$ cat config.mk
export PLATFORM = sky130hd
export DESIGN_NAME = sense_dm_config_and_irq_flags
export DESIGN_NICKNAME = d
export VERILOG_FILES = /design/src/sense_regs_pkg.sv /design/src/sense_step_control.sv /design/src/sense_dm_config_and_irq_flags.sv
export SDC_FILE = /design/constraint.sdc
export NUM_CORES = 1
export LEC_CHECK = 0
export ABC_CLOCK_PERIOD_IN_PS = 7300
export BUFFER_PORTS_ARGS = -buffer_cell sky130_fd_sc_hd__clkbuf_2
export CORE_ASPECT_RATIO = 0.9
export CORE_MARGIN = 8
export CORE_UTILIZATION = 40
export CTS_CLUSTER_DIAMETER = 30
export DETAILED_ROUTE_END_ITERATION = 8
export PLACE_DENSITY = 0.74
export SYNTH_ARGS = -nofsm -noshare
export SYNTH_HDL_FRONTEND = slang
export SYNTH_HIERARCHICAL = 1
export SYNTH_SLANG_ARGS = --single-unit
$ cat constraint.sdc
create_clock -name MCLK_IN -period 7.3 [get_ports MCLK_IN]
set_clock_uncertainty 0.1 [all_clocks]
set_input_delay 1.46 -clock MCLK_IN [delete_from_list [all_inputs] [get_ports MCLK_IN]]
set_output_delay 1.46 -clock MCLK_IN [all_outputs]
set_load 0.01 [all_outputs]
$ cat src/sense_regs_pkg.sv
package sense_regs_pkg;

	// Byte offsets of the register words
	localparam logic [11:0] MODCFG_OFFSET   = 12'h044;
	localparam logic [11:0] ANACTRL_OFFSET  = 12'h048;
	localparam logic [11:0] IFLAGS_OFFSET   = 12'h054;
	localparam logic [11:0] IFSET_OFFSET    = 12'h058;
	localparam logic [11:0] IFCLR_OFFSET    = 12'h05C;
	localparam logic [11:0] IENABLE_OFFSET  = 12'h060;

	// Modulator configuration fields
	localparam int STEP_DIS_POS  = 28;
	localparam int RES_LSB       = 20;
	localparam int RATE_LSB      = 16;
	localparam int INTERVAL_LSB  = 8;
	localparam int STEP_LSB      = 0;
	localparam logic [31:0] MODCFG_MASK  = 32'h103F0FFF;
	localparam logic [31:0] MODCFG_RESET = 32'h00000000;

	// Analog control fields
	localparam int DISCHARGE_LSB = 20;
	localparam int SCALE_LSB     = 8;
	localparam int REFLEVEL_LSB  = 4;
	localparam logic [31:0] ANACTRL_MASK  = 32'h00700770;
	localparam logic [31:0] ANACTRL_RESET = 32'h00000070;

	// Interrupt flag positions
	localparam int NUM_FLAGS             = 5;
	localparam int FLAG_COMPARATOR_EVENT = 0;
	localparam int FLAG_RESULT_READY     = 1;
	localparam int FLAG_END_OF_SCAN      = 2;
	localparam int FLAG_TRANSFER_OVERFLOW = 3;
	localparam int FLAG_ANALOG_BUS_CONFLICT = 4;
	localparam logic [4:0] FLAGS_RESET  = 5'h00;
	localparam logic [4:0] ENABLE_RESET = 5'h00;

	// Resolution selections and their widths
	typedef enum logic [1:0] {
		resolution_10bit,
		resolution_12bit,
		resolution_14bit,
		resolution_16bit
	} resolution_t;
	localparam logic [4:0] BITS_10 = 5'h0A;
	localparam logic [4:0] BITS_12 = 5'h0C;
	localparam logic [4:0] BITS_14 = 5'h0E;
	localparam logic [4:0] BITS_16 = 5'h10;

	// Interval field value 0 stands for this many tests
	localparam logic [6:0] INTERVAL_ZERO_TESTS = 7'h40;
	localparam logic [6:0] TEST_COUNT_RESET    = 7'h00;
	localparam logic [7:0] STEP_MIN            = 8'h01;

endpackage

$ cat src/sense_step_control.sv
`timescale 1ns/1ps
`default_nettype none
module sense_step_control
	import sense_regs_pkg::*;
(
	input  wire logic       clk_in,
	input  wire logic       reset_in,
	input  wire logic       load_in,
	input  wire logic       test_in,
	input  wire logic [7:0] initial_step_size_in,
	input  wire logic [3:0] step_halving_interval_in,
	input  wire logic       step_reduction_disable_in,
	output var  logic [7:0] step_out
);

	logic [6:0] test_count;
	wire  [6:0] interval_tests;
	wire        interval_done;
	wire        reduce;
	wire  [7:0] halved_step;

	assign interval_tests = (step_halving_interval_in == 4'h0) ?
		INTERVAL_ZERO_TESTS : {3'h0, step_halving_interval_in};
	assign interval_done  = test_in && (test_count + 7'h01 >= interval_tests);
	// Halving never leaves the step below one code, so the loop keeps tracking
	assign reduce         = interval_done && !step_reduction_disable_in;
	assign halved_step    = (step_out > STEP_MIN) ? (step_out >> 1) : STEP_MIN;

	always_ff @(posedge clk_in or posedge reset_in) begin
		if (reset_in) begin
			test_count <= TEST_COUNT_RESET;
			step_out   <= 8'h00;
		end else if (load_in) begin
			test_count <= TEST_COUNT_RESET;
			step_out   <= initial_step_size_in;
		end else if (test_in) begin
			test_count <= interval_done ? TEST_COUNT_RESET : test_count + 7'h01;
			if (reduce) begin
				step_out <= halved_step;
			end
		end
	end

endmodule
`default_nettype wire

$ cat src/sense_dm_config_and_irq_flags.sv
`timescale 1ns/1ps
`default_nettype none
module sense_dm_config_and_irq_flags
	import sense_regs_pkg::*;
(
	input  wire logic        MCLK_IN,
	input  wire logic        RESET_IN,
	input  wire logic        PSEL_IN,
	input  wire logic        PENABLE_IN,
	input  wire logic        PWRITE_IN,
	input  wire logic [11:0] PADDR_IN,
	input  wire logic [31:0] PWDATA_IN,
	input  wire logic [3:0]  PSTRB_IN,
	output var  logic [31:0] PRDATA_OUT,
	output var  logic        PREADY_OUT,
	output var  logic        PSLVERR_OUT,
	input  wire logic        READ_CLEAR_ENABLE_IN,
	input  wire logic        BUS_CONFLICT_IN,
	input  wire logic        CONVERSION_START_IN,
	input  wire logic        COMPARISON_TEST_IN,
	input  wire logic        CONVERSION_DONE_IN,
	input  wire logic [15:0] CONVERSION_RESULT_IN,
	input  wire logic        SCAN_DONE_IN,
	input  wire logic        TRANSFER_REQUEST_ENABLE_IN,
	input  wire logic        TRANSFER_READ_IN,
	input  wire logic        COMPARE_ENABLE_IN,
	input  wire logic        AVERAGE_WINDOW_ENABLE_IN,
	input  wire logic        WINDOW_MATCH_IN,
	input  wire logic        COMPARE_POLARITY_IN,
	input  wire logic [15:0] COMPARE_THRESHOLD_IN,
	output var  logic [31:0] MODULATOR_CONFIG_OUT,
	output var  logic [31:0] ANALOG_CONTROL_OUT,
	output var  logic [4:0]  RESULT_BITS_OUT,
	output var  logic [7:0]  MODULATOR_STEP_OUT,
	output var  logic        IRQ_OUT
);

	logic [31:0] modulator_configuration;
	logic [31:0] analog_current_control;
	logic [4:0]  interrupt_flags;
	logic [4:0]  interrupt_enable;
	logic [4:0]  returned_flags;
	logic        result_unread;

	wire        setup_phase;
	wire        access_done;
	wire        wr_done;
	wire        rd_done;
	wire        hit_modcfg;
	wire        hit_anactrl;
	wire        hit_iflags;
	wire        hit_ifset;
	wire        hit_ifclr;
	wire        hit_ienable;
	wire        mapped;
	wire [31:0] strobe_mask;
	wire [31:0] masked_wdata;
	wire [31:0] read_mux;
	wire [4:0]  hw_events;
	wire [4:0]  sw_set;
	wire [4:0]  sw_clear;
	wire [4:0]  next_flags;
	wire        threshold_met;
	wire        comparator_hit;
	wire        overflow_hit;
	wire        next_unread;
	wire [31:0] next_modcfg;
	wire [31:0] next_anactrl;
	wire [4:0]  next_enable;
	wire [1:0]  resolution_field;

	// Answer comes on the second access cycle, so read data is stable
	assign setup_phase  = PSEL_IN && PENABLE_IN && !PREADY_OUT;
	assign access_done  = PSEL_IN && PENABLE_IN && PREADY_OUT;
	assign wr_done      = access_done && PWRITE_IN;
	assign rd_done      = access_done && !PWRITE_IN;

	assign hit_modcfg   = (PADDR_IN == MODCFG_OFFSET);
	assign hit_anactrl  = (PADDR_IN == ANACTRL_OFFSET);
	assign hit_iflags   = (PADDR_IN == IFLAGS_OFFSET);
	assign hit_ifset    = (PADDR_IN == IFSET_OFFSET);
	assign hit_ifclr    = (PADDR_IN == IFCLR_OFFSET);
	assign hit_ienable  = (PADDR_IN == IENABLE_OFFSET);
	assign mapped       = hit_modcfg || hit_anactrl || hit_iflags ||
		hit_ifset || hit_ifclr || hit_ienable;

	genvar g;
	generate
		for (g = 0; g < 4; g++) begin : g_lane
			assign strobe_mask[8*g+7:8*g] = {8{PSTRB_IN[g]}};
		end
	endgenerate
	assign masked_wdata = PWDATA_IN & strobe_mask;

	// Reserved bits are not stored; software keeps them zero
	assign next_modcfg  = (modulator_configuration & ~strobe_mask) |
		(masked_wdata & MODCFG_MASK);
	assign next_anactrl = (analog_current_control & ~strobe_mask) |
		(masked_wdata & ANACTRL_MASK);
	assign next_enable  = PSTRB_IN[0] ? PWDATA_IN[4:0] : interrupt_enable;

	// Set register reads as zero; its read value has no meaning
	assign read_mux =
		hit_modcfg  ? modulator_configuration :
		hit_anactrl ? analog_current_control :
		(hit_iflags || hit_ifclr) ? {27'h0, interrupt_flags} :
		hit_ienable ? {27'h0, interrupt_enable} : 32'h00000000;

	assign threshold_met  = COMPARE_POLARITY_IN ?
		(CONVERSION_RESULT_IN > COMPARE_THRESHOLD_IN) :
		(CONVERSION_RESULT_IN <= COMPARE_THRESHOLD_IN);
	assign comparator_hit = COMPARE_ENABLE_IN && (AVERAGE_WINDOW_ENABLE_IN ?
		WINDOW_MATCH_IN :
		(CONVERSION_DONE_IN && threshold_met));
	assign overflow_hit   = TRANSFER_REQUEST_ENABLE_IN && CONVERSION_DONE_IN &&
		result_unread && !TRANSFER_READ_IN;
	assign next_unread    = CONVERSION_DONE_IN ? 1'b1 :
		(TRANSFER_READ_IN ? 1'b0 : result_unread);

	assign hw_events[FLAG_COMPARATOR_EVENT]    = comparator_hit;
	assign hw_events[FLAG_RESULT_READY]        = CONVERSION_DONE_IN;
	assign hw_events[FLAG_END_OF_SCAN]         = SCAN_DONE_IN;
	assign hw_events[FLAG_TRANSFER_OVERFLOW]   = overflow_hit;
	assign hw_events[FLAG_ANALOG_BUS_CONFLICT] = BUS_CONFLICT_IN;

	assign sw_set   = (wr_done && hit_ifset && PSTRB_IN[0]) ?
		PWDATA_IN[4:0] : 5'h00;
	// Read-clear only drops what the read actually returned
	assign sw_clear = ((wr_done && hit_ifclr && PSTRB_IN[0]) ?
		PWDATA_IN[4:0] : 5'h00) |
		((rd_done && hit_ifclr && READ_CLEAR_ENABLE_IN) ?
		returned_flags : 5'h00);
	assign next_flags = (interrupt_flags & ~sw_clear) | sw_set |
		hw_events;

	assign resolution_field = modulator_configuration[RES_LSB+1:RES_LSB];

	always_ff @(posedge MCLK_IN or posedge RESET_IN) begin
		if (RESET_IN) begin
			PREADY_OUT     <= 1'b0;
			PSLVERR_OUT    <= 1'b0;
			PRDATA_OUT     <= 32'h00000000;
			returned_flags <= FLAGS_RESET;
		end else begin
			PREADY_OUT  <= setup_phase;
			PSLVERR_OUT <= setup_phase && !mapped;
			if (setup_phase && !PWRITE_IN) begin
				PRDATA_OUT     <= read_mux;
				returned_flags <= interrupt_flags;
			end
		end
	end

	always_ff @(posedge MCLK_IN or posedge RESET_IN) begin
		if (RESET_IN) begin
			modulator_configuration <= MODCFG_RESET;
			analog_current_control  <= ANACTRL_RESET;
			interrupt_enable        <= ENABLE_RESET;
		end else if (wr_done) begin
			if (hit_modcfg) begin
				modulator_configuration <= next_modcfg;
			end
			if (hit_anactrl) begin
				analog_current_control <= next_anactrl;
			end
			if (hit_ienable) begin
				interrupt_enable <= next_enable;
			end
		end
	end

	always_ff @(posedge MCLK_IN or posedge RESET_IN) begin
		if (RESET_IN) begin
			interrupt_flags <= FLAGS_RESET;
			result_unread   <= 1'b0;
			IRQ_OUT         <= 1'b0;
		end else begin
			interrupt_flags <= next_flags;
			result_unread   <= next_unread;
			IRQ_OUT         <= |(next_flags & interrupt_enable);
		end
	end

	always_ff @(posedge MCLK_IN or posedge RESET_IN) begin
		if (RESET_IN) begin
			MODULATOR_CONFIG_OUT <= MODCFG_RESET;
			ANALOG_CONTROL_OUT   <= ANACTRL_RESET;
			RESULT_BITS_OUT      <= BITS_10;
		end else begin
			MODULATOR_CONFIG_OUT <= modulator_configuration;
			ANALOG_CONTROL_OUT   <= analog_current_control;
			case (resolution_t'(resolution_field))
				resolution_10bit: RESULT_BITS_OUT <= BITS_10;
				resolution_12bit: RESULT_BITS_OUT <= BITS_12;
				resolution_14bit: RESULT_BITS_OUT <= BITS_14;
				resolution_16bit: RESULT_BITS_OUT <= BITS_16;
				default:          RESULT_BITS_OUT <= BITS_10;
			endcase
		end
	end

	sense_step_control u_step (
		.clk_in                    (MCLK_IN),
		.reset_in                  (RESET_IN),
		.load_in                   (CONVERSION_START_IN),
		.test_in                   (COMPARISON_TEST_IN),
		.initial_step_size_in      (modulator_configuration[STEP_LSB+7:STEP_LSB]),
		.step_halving_interval_in  (modulator_configuration[INTERVAL_LSB+3:INTERVAL_LSB]),
		.step_reduction_disable_in (modulator_configuration[STEP_DIS_POS]),
		.step_out                  (MODULATOR_STEP_OUT)
	);

endmodule
`default_nettype wire

======== After elaboration in Yosys (flattened, before gate mapping) ========
Cells that the tools add are included.
W data, S select, Z words.
storage, ports and cells
  register bits after elaboration ......... 199
  output and inout bits ................... 112
operators by class
  bitwise operators ....................... 12
  equal/unequal tests ..................... 9
  multiplexer cells ....................... 20
  magnitude comparators ................... 4
  $add $sub $neg .......................... 1
  reduce and logical (&&, ||, !) cells .... 41
operators with widths
  cell                   number
  $eq A12 B7 Y1 const B  6
  $and A32 B32 Y32       2
  $mux W32               2
  $mux W7                5
  $not A32 Y32           1
  $or A32 B23 Y32        1
  $or A32 B29 Y32        1
  $and A29 B29 Y29       1
  $mux W5                5
  $mux W8                3
  $logic_and A1 B1 Y1    20
  $pmux W5 S4            1
  $gt A16 B16 Y1         1
  $le A16 B16 Y1         1
  $or A5 B5 Y5           3
  $and A5 B5 Y5          2
  $gt A8 B1 Y1 const B   1
  $add A7 B1 Y7 const B  1
  $ge A7 B7 Y1           1
  $logic_or A1 B1 Y1     6
  $reduce_and A2 Y1      3
  $reduce_bool A2 Y1     3
  $logic_not A1 Y1       5
  $not A5 Y5             1
  7 further kinds        11

======== Logic depth before layout (Yosys ltp) ========
Gate-level depths: netlist (run 1).
  depth after elaboration ................. 13
  mapped depth ............................ 11

======== By module ========
The synthesis (run 1) kept the hierarchy.
modules (own cells, without submodules)
  module                         sequential area each (um^2)  cells each  area each (um^2)  instances
  sense_dm_config_and_irq_flags  4589.4                       527         6896.6            1
  sense_step_control             375.4                        106         979.7             1

======== Least setup slack after synthesis (run 1) ========
No wires, ideal clock.
  path type ............................... input port to flip-flop
  start ................................... in PADDR_IN[1]
  end ..................................... reg (tool-made name)
  data required time ...................... 7073 ps
  library setup time ...................... 127 ps
  setup slack ............................. 4193 ps
  data arrival time ....................... 2879 ps
  cell stages on the path ................. 8
  path buffers ............................ 2
  cells stage by stage .................... nor4b_4 -> nand2_2 -> nor2_4 -> and3_1 -> buf_2 -> and3_1 -> buf_4 -> mux2_1
RTL lines
  item             line                                 RTL
  start, declared  sense_dm_config_and_irq_flags.sv:11  input wire logic [11:0] PADDR_IN,

==> metrics.md, run 1 <==
| Metric | Value |
|---|---|
| Final Util | 0.502 |
| Leak pwr | about 5 nW |
| Setup TNS | 0 ns |
| Post-synthesis cell count | 633 |
| TritonCTS clock tree | built |
| Final hold vios | 0 |
| Global-route wire length before repair | roughly 30000 um |
| # diodes | 0 |
| Reg clk slew, reported paths | around 0.070 ns |
| DR vias/cell | between 5 and 6 |
| Startpoint Class | input pin |
| Largest net degree at the start of global routing | 84 |
| Post-synthesis mux area share | 0.0577 |
| CORE AREA | 19200 um^2 |
| Gates resized, CTS repair | 0 |
| Total number of vias | approximately 5600 |
| Clock sink count | roughly 200 |
| Clock root buffer | clkbuf_16 |
| Ports | ~210 |
| Crit-path slowest cell | and3_1 |
| Die height | 149 um |
| Top cell type's share of synthesized area | 0.604 |
| RSZ-0062 raised after global routing | false |
| Kind of critical path | in2reg |
| Post-Synth Adder-Cell Area | 0.0413 |
| WHS Path Cells | 0 |
| Top cells by area, synth | dfrtp_1, ha_1, mux2_1 |
| H-tree lvl count | 4 |
| R2R cell count | 10 |
| Syn Nets | 756 |
| Fin crit period | ~3.8 ns |
| GPL Wtd Cong | a little over 0.8 |
| Layout cell share with drive strength beyond 1 | 0.319 |
| Detail Placement HPWL | 14100 um |
| Total grt overflow | 0 |
| Pre-CTS setup slack | 3.00 ns |
| Leading area contributor after synthesis | dfrtp_1 |
| Power density cells | between 200 and 250 nW/um^2 |
| Synth unique cells | 60 |
| Clock Tree Buf Depth | 2 |
| Critical path data arrival time | approximately 4.1 ns |
| Drt first pass iters | 6 |
| Post-synthesis compound-gate area fraction | 0.0983 |
| Worst path max stage delay | around 0.86 ns |
| Number of synthesized flops with an enable pin | 0 |
| Post-synth top flop | dfrtp_1 |
| Fin. max-slew vios | 0 |
| Vias in the first global route | a little under 6000 |
| Nets | around 940 |
| XOR/XNOR share of the synthesized area | 0.00667 |
| Post-synthesis simple-gate area fraction | 0.129 |
| Commonest non-fill, non-tap cell in the layout | clkbuf_2 |
| Tcrit/Tclk final | 0.520 |
| CTS Hold Bufs | 0 |
| Routed length per placed instance | 17.7 um |
| Crit path capture type | flip-flop |
| DRC | 0 |
| PortBufs | roughly 200 |
| Worst Hold Class | reg2reg |
| Worst-skew pair later-pin latency | ~0.43 ns |
| Initial DRC count | roughly 310 |
| Worst-path fanout max | 24 |
| Avg Inst Size Synth | around 12 um^2 |
| Cell Area, Synth | around 8000 um^2 |
| Final setup vio count | 0 |
| Largest family of logic cells by synthesized area | simple AND/OR/NAND/NOR gates |
| Status | completed |
| # Post-CTS Setup Buffers | 0 |
| Slew headroom | 0.307 |
| Die X-Extent | 164 um |
| Max-cap viol count | 0 |
| Area Overhead vs Synth | 22.4% |
| WP data required | around 7.6 ns |
| Async SR Flop Fraction | 1.00 |
| Post-route ant nets | 0 |
| Antenna violations before repair | 0 |
| Number of synthesized register bits | between 150 and 200 |
| Worst setup margin | around 3.5 ns |
| Die ar. | between 20000 and 25000 um^2 |
| Commonest cells after routing, fill and taps aside | clkbuf_2, dfrtp_1, nor2_1 |
| Fmax | 264 MHz |
| Final WL | between 15000 and 20000 um |
| Starting density of the core | 0.410 |
| YS warnings | 6 |
| Overall Global Routing Usage | 0.159 |
| Total CTS buffers | 17 |
| Max VDD drop | between 0.15 and 0.2 mV |
| Tightest Pin Transition | between 1 and 1.5 ns |
| Sequential-to-total area share from yosys stat | 0.630 |
| # rows | 48 |
| Cell chain of the critical path | clkbuf_2, nor4b_4, nand2_2, nor2_4, and3_1, nor2b_1, mux2_2 |
-- layer usage --
layer / track usage / share of wire / vias up / wire length [um]
met5: 0 / 0 / - / 0
met4: 0.0436 / 0.010 / 0 / 199
met3: 0.0524 / 0.084 / 15 / 1620
li1: - / - / 2610 / -
met1: 0.207 / 0.44 / 2732 / 8390
met2: 0.251 / 0.47 / 214 / 9020
-- kinds of logic after synthesis --
| kind of cell | Yosys count |
|---|---|
| muxes | 41 |
| DFF | 198 |
| buffers and inverters | 63 |
| xor gates and xnor gates | 6 |
| AOI/OAI and AO/OA | 114 |
| other | 1 |
| adders and majority gates | 26 |
| and+or+nand+nor | 184 |
-- worst max-delay path: cells and delay by family --
family | cells | cell delay [ns]
AND/OR/NAND/NOR | 5 | 2.09
multiplexers | 1 | 0.40
buffers and inverters | 1 | 0.10
-- through the flow --
step,cell area [um^2],hold WS (ns),power [W],std cells
after global routing,9640,0.289,0.00237,1083
after detailed placement,9050,0.267,0.00137,1051
after floorplan,7880,0.259,0.00127,633
final,9640,0.278,0.00227,1083
after CTS,9640,0.284,0.00230,1083
after global placement,9050,0.265,0.00136,1051
-- path summary, 6_finish.rpt --
path,from,to,slack [ns]
min in group asynchronous,RESET_IN,asynchronous set/reset pin,0.96
worst min-delay path,flip-flop,ANALOG_CONTROL_OUT[5]$_DFF_PP1_,0.28
worst min register to register,flip-flop,ANALOG_CONTROL_OUT[5]$_DFF_PP1_,0.28
worst max register to register,u_step/test_count[0]$_DFFE_PP0P_,u_step/step_out[2]$_DFFE_PP0P_,3.92
worst max-delay path,PADDR_IN[1],flip-flop,3.51
max in group asynchronous,RESET_IN,PRDATA_OUT[23]$_DFFE_PP0P_,4.76
-- synthesized netlist by cell type (3+ instances only) --
cell / n
dfrtp_1: 190
nor2_1: 42
nor2b_1: 39
a21oi_1: 37
nand2_1: 33
inv_1: 31
a22oi_1: 28
ha_1: 26
mux2_1: 23
and3_1: 13
buf_2: 13
nand3_1: 13
mux2_2: 12
clkbuf_1: 11
nand4_1: 11
buf_4: 8
dfstp_2: 8
a31oi_1: 6
mux2i_1: 6
nor3_1: 6
o21ai_0: 6
o21ai_1: 6
a222oi_1: 5
xor2_1: 5
a211oi_1: 3
a21o_1: 3
a31o_1: 3
and4_1: 3
nor4_1: 3
o211ai_1: 3
or4_1: 3
-- report_power, final --
part / switching, W / internal [W] / leakage (nW) / total (W)
Sequential: 0.0000245 / 0.00113 / 2.58 / 0.00116
Clock: 0.000460 / 0.000463 / 0.288 / 0.000923
Combinational: 0.000112 / 0.0000726 / 2.08 / 0.000184
Total: 0.000596 / 0.00167 / 4.95 / 0.00227
-- cell type report --
cell class              count  area, um^2
clock buffers              17         425
clock inverters            15         171
fillers                  1717        9580
inverters                  31         121
multi-input cells         372        2630
flip-flops and latches    198        4960
well taps                 250         313
repair buffers            200        1010
Power figures use the tool's default switching activity.
==> run 2, diff against run 1 <==
- ABC_CLOCK_PERIOD_IN_PS: 7300 -> 3200
- PLACE_DENSITY: 0.74 -> 0.77
- clock period: 7.3 -> 3.2 ns (I/O delays scaled with it)
==> metrics.md, run 2 (synthesis gave the netlist of run 1 again) <==
| Metric | Value |
|---|---|
| Reg2reg setup slack | 0.19 ns (-3.73 ns) |
| Clock sink count | 198 (unchanged) |
| Final WL | 19400 um (+1.1%) |
| Largest net degree at the start of global routing | 50 (-40%) |
| Max VDD drop | 0.322 mV (+78%) |
| Design Area, Final | 9850 um^2 (+2.1%) |
| Nets | 957 (+1.5%) |
| Routed length per placed instance | 17.7 um (-0.17%) |
| # diodes | 0 (unchanged) |
| Reg clk slew, reported paths | 0.08 ns (about the same) |
| Worst-skew pair later-pin latency | 0.43 ns (about the same) |
| Tightest Pin Transition | 0.627 ns (-0.413 ns) |
| PortBufs | 195 (unchanged) |
| RSZ-0062 raised after global routing | false |
| Layout cell share with drive strength beyond 1 | 0.335 (+0.0160) |
| Post-route ant nets | 0 (unchanged) |
| Critical path data arrival time | 3.21 ns (-0.84 ns) |
| Total number of vias | 5665 (+1.7%) |
| Vias in the first global route | 5846 (+0.95%) |
| Die ar. | 24400 um^2 (unchanged) |
| Commonest non-fill, non-tap cell in the layout | clkbuf_2 |
| Commonest cells after routing, fill and taps aside | clkbuf_2, dfrtp_1, nor2_1 |
| Slew headroom | 0.580 (+0.273) |
| DRC | 0 (unchanged) |
| Overall Global Routing Usage | 0.162 (+0.00249) |
| Initial DRC count | 409 (+31%) |
| TritonCTS clock tree | built |
| Tcrit/Tclk final | 0.940 |
| Worst-path fanout max | 9 (-63%) |
| Placed instance area | 9200 um^2 (+1.7%) |
| Total CTS buffers | 17 (unchanged) |
| Detail Placement HPWL | 14700 um (+4.5%) |
| Die height | 149 um (unchanged) |
| Max-cap viol count | 0 (unchanged) |
| Final hold vios | 0 (unchanged) |
| Startpoint Class | flip-flop |
| FF-to-FF Start | u_step/test_count[1]$_DFFE_PP0P_ |
| Fmax | approximately 330 MHz |
| Leak pwr | 5.05 nW (+2.1%) |
| Final setup vio count | 0 (unchanged) |
| Status | completed |
| Die X-Extent | 164 um (unchanged) |
| # rows | 48 (unchanged) |
| Drt first pass iters | 6 (unchanged) |
| GPL Wtd Cong | 0.844 (+2.1%) |
| Global-route wire length before repair | 31300 um (+1.9%) |
| Clock root buffer | clkbuf_16 |
| Clock Tree Buf Depth | 2 (unchanged) |
| Worst setup path start | u_step/test_count[1]$_DFFE_PP0P_ |
| Setup TNS | 0 ns (unchanged) |
| Power density cells | 538 nW/um^2 (+130%) |
| CORE AREA | 19200 um^2 (unchanged) |
| H-tree lvl count | 4 (unchanged) |
| Worst Hold Class | in2async |
| Fin crit period | approximately 3 ns |
| WP data required | 3.40 ns (-4.16 ns) |
| Ports | 209 (unchanged) |
| DR vias/cell | 5.16 (+0.39%) |
| Fin. max-slew vios | 0 (unchanged) |
| Crit path capture type | flip-flop |
| Total grt overflow | 0 (unchanged) |
| Starting density of the core | 0.410 (unchanged) |
| Kind of critical path | reg2reg |
| Area Overhead vs Synth | 25.0% |
| Antenna violations before repair | 0 (unchanged) |
-- run 2: stage by stage --
stage	cells	hold slack, ns	utilization	worst slack (ns)	total power (W)
floorplan	633	0.259	-	0.116	0.00290
global placement	1065	0.264	0.479	0.227	0.00312
detailed placement	1065	0.267	0.479	0.108	0.00313
CTS	1097	0.149	0.512	0.0952	0.00537
global route	1097	0.158	0.512	0.0274	0.00553
finish	1097	0.157	0.512	0.191	0.00530
-- run 2: critical path, stage by stage, from the launching register on --
cell	delay, ns
dfrtp_1	0.41
ha_2	0.24
and3_2	0.25
nand3_1	0.19
xnor2_2	0.19
ha_2	0.22
nor4_1	0.06
a2111o_1	0.49
a211oi_4	0.27
buf_12	0.17
mux2i_1	0.21
o21ai_1	0.08
-- run 2: worst paths after layout --
check                                                   to  depth (start not counted)
setup / recovery            u_step/step_out[6]$_DFFE_PP0P_                         11
hold / removal                  asynchronous set/reset pin                          2
setup reg to reg            u_step/step_out[6]$_DFFE_PP0P_                         11
hold reg to reg            ANALOG_CONTROL_OUT[6]$_DFF_PP1_                          0
max in group asynchronous       PRDATA_OUT[15]$_DFFE_PP0P_                          3
min in group MCLK_IN       ANALOG_CONTROL_OUT[6]$_DFF_PP1_                          0
-- run 2: layer usage --
layer,GRT usage,wire length (um),share of wire,vias to the layer above
li1,-,-,-,2633
met1,0.219,8530,0.44,2771
met2,0.252,8990,0.46,241
met3,0.0486,1690,0.087,20
met4,0.0381,223,0.011,0
met5,0,0,0,-
-- run 2: power breakdown --
part / total (W) / internal, W / switching (W) / leakage, nW
logic: 0.000437 / 0.000175 / 0.000262 / 2.17
registers: 0.00264 / 0.00258 / 0.0000541 / 2.58
clock network: 0.00223 / 0.00110 / 0.00113 / 0.305
-- run 2: what timing repair did --
item,CTS,global route
buffers inserted,0,0
resized for setup,0,4
hold buffers,0,0
setup endpoints to repair,0,7
-- run 2: area by class of cell --
cell class | count | area (um^2)
sequential | 198 | 4960
fill | 1709 | 9370
clock inverter | 15 | 206
timing repair buffer | 214 | 1170
multi-input combinational | 372 | 2650
tap | 250 | 313
inverter | 31 | 120
clock buffer | 17 | 425
==> run 3, diff against run 2 <==
- ABC_CLOCK_PERIOD_IN_PS: 3200 -> not set
- BUFFER_PORTS_ARGS: -buffer_cell sky130_fd_sc_hd__clkbuf_2 -> -buffer_cell sky130_fd_sc_hd__buf_2
- PLACE_DENSITY: 0.77 -> 0.66
==> metrics.md, run 3 (synthesis gave the netlist of run 1 again) <==
| Metric | Value |
|---|---|
| Die X-Extent | 164 um (unchanged) |
| RSZ-0062 raised after global routing | false |
| Drt first pass iters | 8 (+2) |
| Largest net degree at the start of global routing | 71 (+42%) |
| # Post-CTS Setup Buffers | 0 (unchanged) |
| Commonest cells after routing, fill and taps aside | buf_2, dfrtp_1, nor2_1 |
| WP data required | 3.40 ns (about the same) |
| Setup TNS | 0 ns (unchanged) |
| Status | completed |
| Fin. max-slew vios | 0 (unchanged) |
| Detail Placement HPWL | 14200 um (-3.5%) |
| Max VDD drop | 0.345 mV (+7.1%) |
| Tcrit/Tclk final | 0.948 (+0.00746) |
| PortBufs | 195 (unchanged) |
| Clock sink count | 198 (unchanged) |
| Tightest Pin Transition | 0.656 ns (+0.0287 ns) |
| Initial DRC count | 333 (-19%) |
| DRC | 0 (unchanged) |
| Reg clk slew, reported paths | 0.07 ns (about the same) |
| Layout cell share with drive strength beyond 1 | 0.333 (-0.00276) |
| Worst Hold Class | in2async |
| Commonest non-fill, non-tap cell in the layout | buf_2 |
| Starting density of the core | 0.410 (unchanged) |
| Antenna violations before repair | 0 (unchanged) |
| Total number of vias | 5536 (-2.3%) |
| # diodes | 0 (unchanged) |
| Post-route ant nets | 0 (unchanged) |
| Kind of critical path | reg2reg |
| Nets | 955 (-0.21%) |
| Global-route wire length before repair | 30700 um (-1.7%) |
| Worst-path fanout max | 9 (unchanged) |
| CTS Hold Bufs | 0 (unchanged) |
| Max-cap viol count | 0 (unchanged) |
| CORE AREA | 19200 um^2 (unchanged) |
| Total CTS buffers | 17 (unchanged) |
| Clock root buffer | clkbuf_16 |
| Die ar. | 24400 um^2 (unchanged) |
| Leak pwr | 5.06 nW (+0.15%) |
| TritonCTS clock tree | built |
| Area Overhead vs Synth | 24.2% |
| Fmax | 330 MHz (-0.79%) |
| Fin crit period | 3.03 ns (+0.0239 ns) |
| Total grt overflow | 0 (unchanged) |
| Vias in the first global route | 5799 (-0.80%) |
| Routed length per placed instance | 17.4 um (-1.7%) |
| Final setup vio count | 0 (unchanged) |
| Slew headroom | 0.562 (-0.0173) |
| # rows | 48 (unchanged) |
| Final cell count without fillers | 1095 (-0.18%) |
| Critical path data arrival time | 3.23 ns (+0.02 ns) |
| Final WL | 19100 um (-1.9%) |
| Power density cells | 528 nW/um^2 (-2.0%) |
| Worst-skew pair later-pin latency | 0.43 ns (about the same) |
| Die height | 149 um (unchanged) |
| GPL Wtd Cong | 0.793 (-6.0%) |
| Final Util | 0.509 (-0.00326) |
| Startpoint Class | flip-flop |
| H-tree lvl count | 4 (unchanged) |
| Crit path capture type | flip-flop |
| Placed instance count | 1063 (-0.19%) |
| Clock Tree Buf Depth | 2 (unchanged) |
| Ports | 209 (unchanged) |
| Overall Global Routing Usage | 0.159 (-0.00246) |
| Final hold vios | 0 (unchanged) |
| DR vias/cell | 5.06 (-2.1%) |
[run 3: changes by cell type in the layout (fill, tap and decap cells not counted), sizes merged]
cell / change
clkbuf: -194
buf: +193
inv: -2
clkinvlp: +1
[run 3: final timing paths]
kind                       slack, ns                              end  cells past startpoint                             start
max in group asynchronous       1.94       asynchronous set/reset pin                      3                          RESET_IN
setup / recovery                0.17   u_step/step_out[6]$_DFFE_PP0P_                     11  u_step/test_count[0]$_DFFE_PP0P_
hold reg to reg                 0.28  ANALOG_CONTROL_OUT[6]$_DFF_PP1_                      0                         flip-flop
min in group MCLK_IN            0.28  ANALOG_CONTROL_OUT[6]$_DFF_PP1_                      0                         flip-flop
setup reg to reg                0.17   u_step/step_out[6]$_DFFE_PP0P_                     11  u_step/test_count[0]$_DFFE_PP0P_
hold / removal                  0.21       asynchronous set/reset pin                      2                          RESET_IN
[run 3: stage by stage]
step	instance area (um^2)	setup WS, ns	hold slack [ns]	power, W
floorplan	7880	0.116	0.259	0.00290
global placement	9190	0.106	0.264	0.00311
detailed placement	9190	0.105	0.268	0.00313
CTS	9780	0.0547	0.207	0.00524
global route	9780	0.00253	0.243	0.00539
finish	9780	0.167	0.206	0.00516
[run 3: where the power goes]
part / total, W / internal, W / switching, W
sequential: 0.00263 / 0.00258 / 0.0000492
combinational: 0.000430 / 0.000173 / 0.000257
clock: 0.00210 / 0.00107 / 0.00103
total: 0.00516 / 0.00383 / 0.00133
[run 3: per-layer routing]
metal  track usage  wire (um)
met3        0.0475       1370
met4        0.0450        218
met1         0.220       8860
met5             0          0
met2         0.239       8620
[run 3: final cells by class]
class                      count  area (um^2)
clock buffer                  18          439
clock inverter                14          154
fill                        1768         9440
inverter                      31          120
multi-input combinational    372         2640
sequential                   198         4970
tap                          250          313
timing repair buffer         212         1150
[run 3: what timing repair did]
action	in CTS	in global routing
endpoints found under the setup margin	0	8
endpoints found under the hold margin	0	0
resized for setup	0	3
[run 3: worst max-delay path, cell delays in order (launching register included)]
cell and delay [ns]:
dfrtp_2 0.43, ha_2 0.23, and3_2 0.25, nand3_1 0.15
xnor2_1 0.21, ha_1 0.25, nor4_1 0.08, a2111o_1 0.50
a211oi_4 0.28, buf_12 0.17, mux2i_1 0.19, o21ai_1 0.07
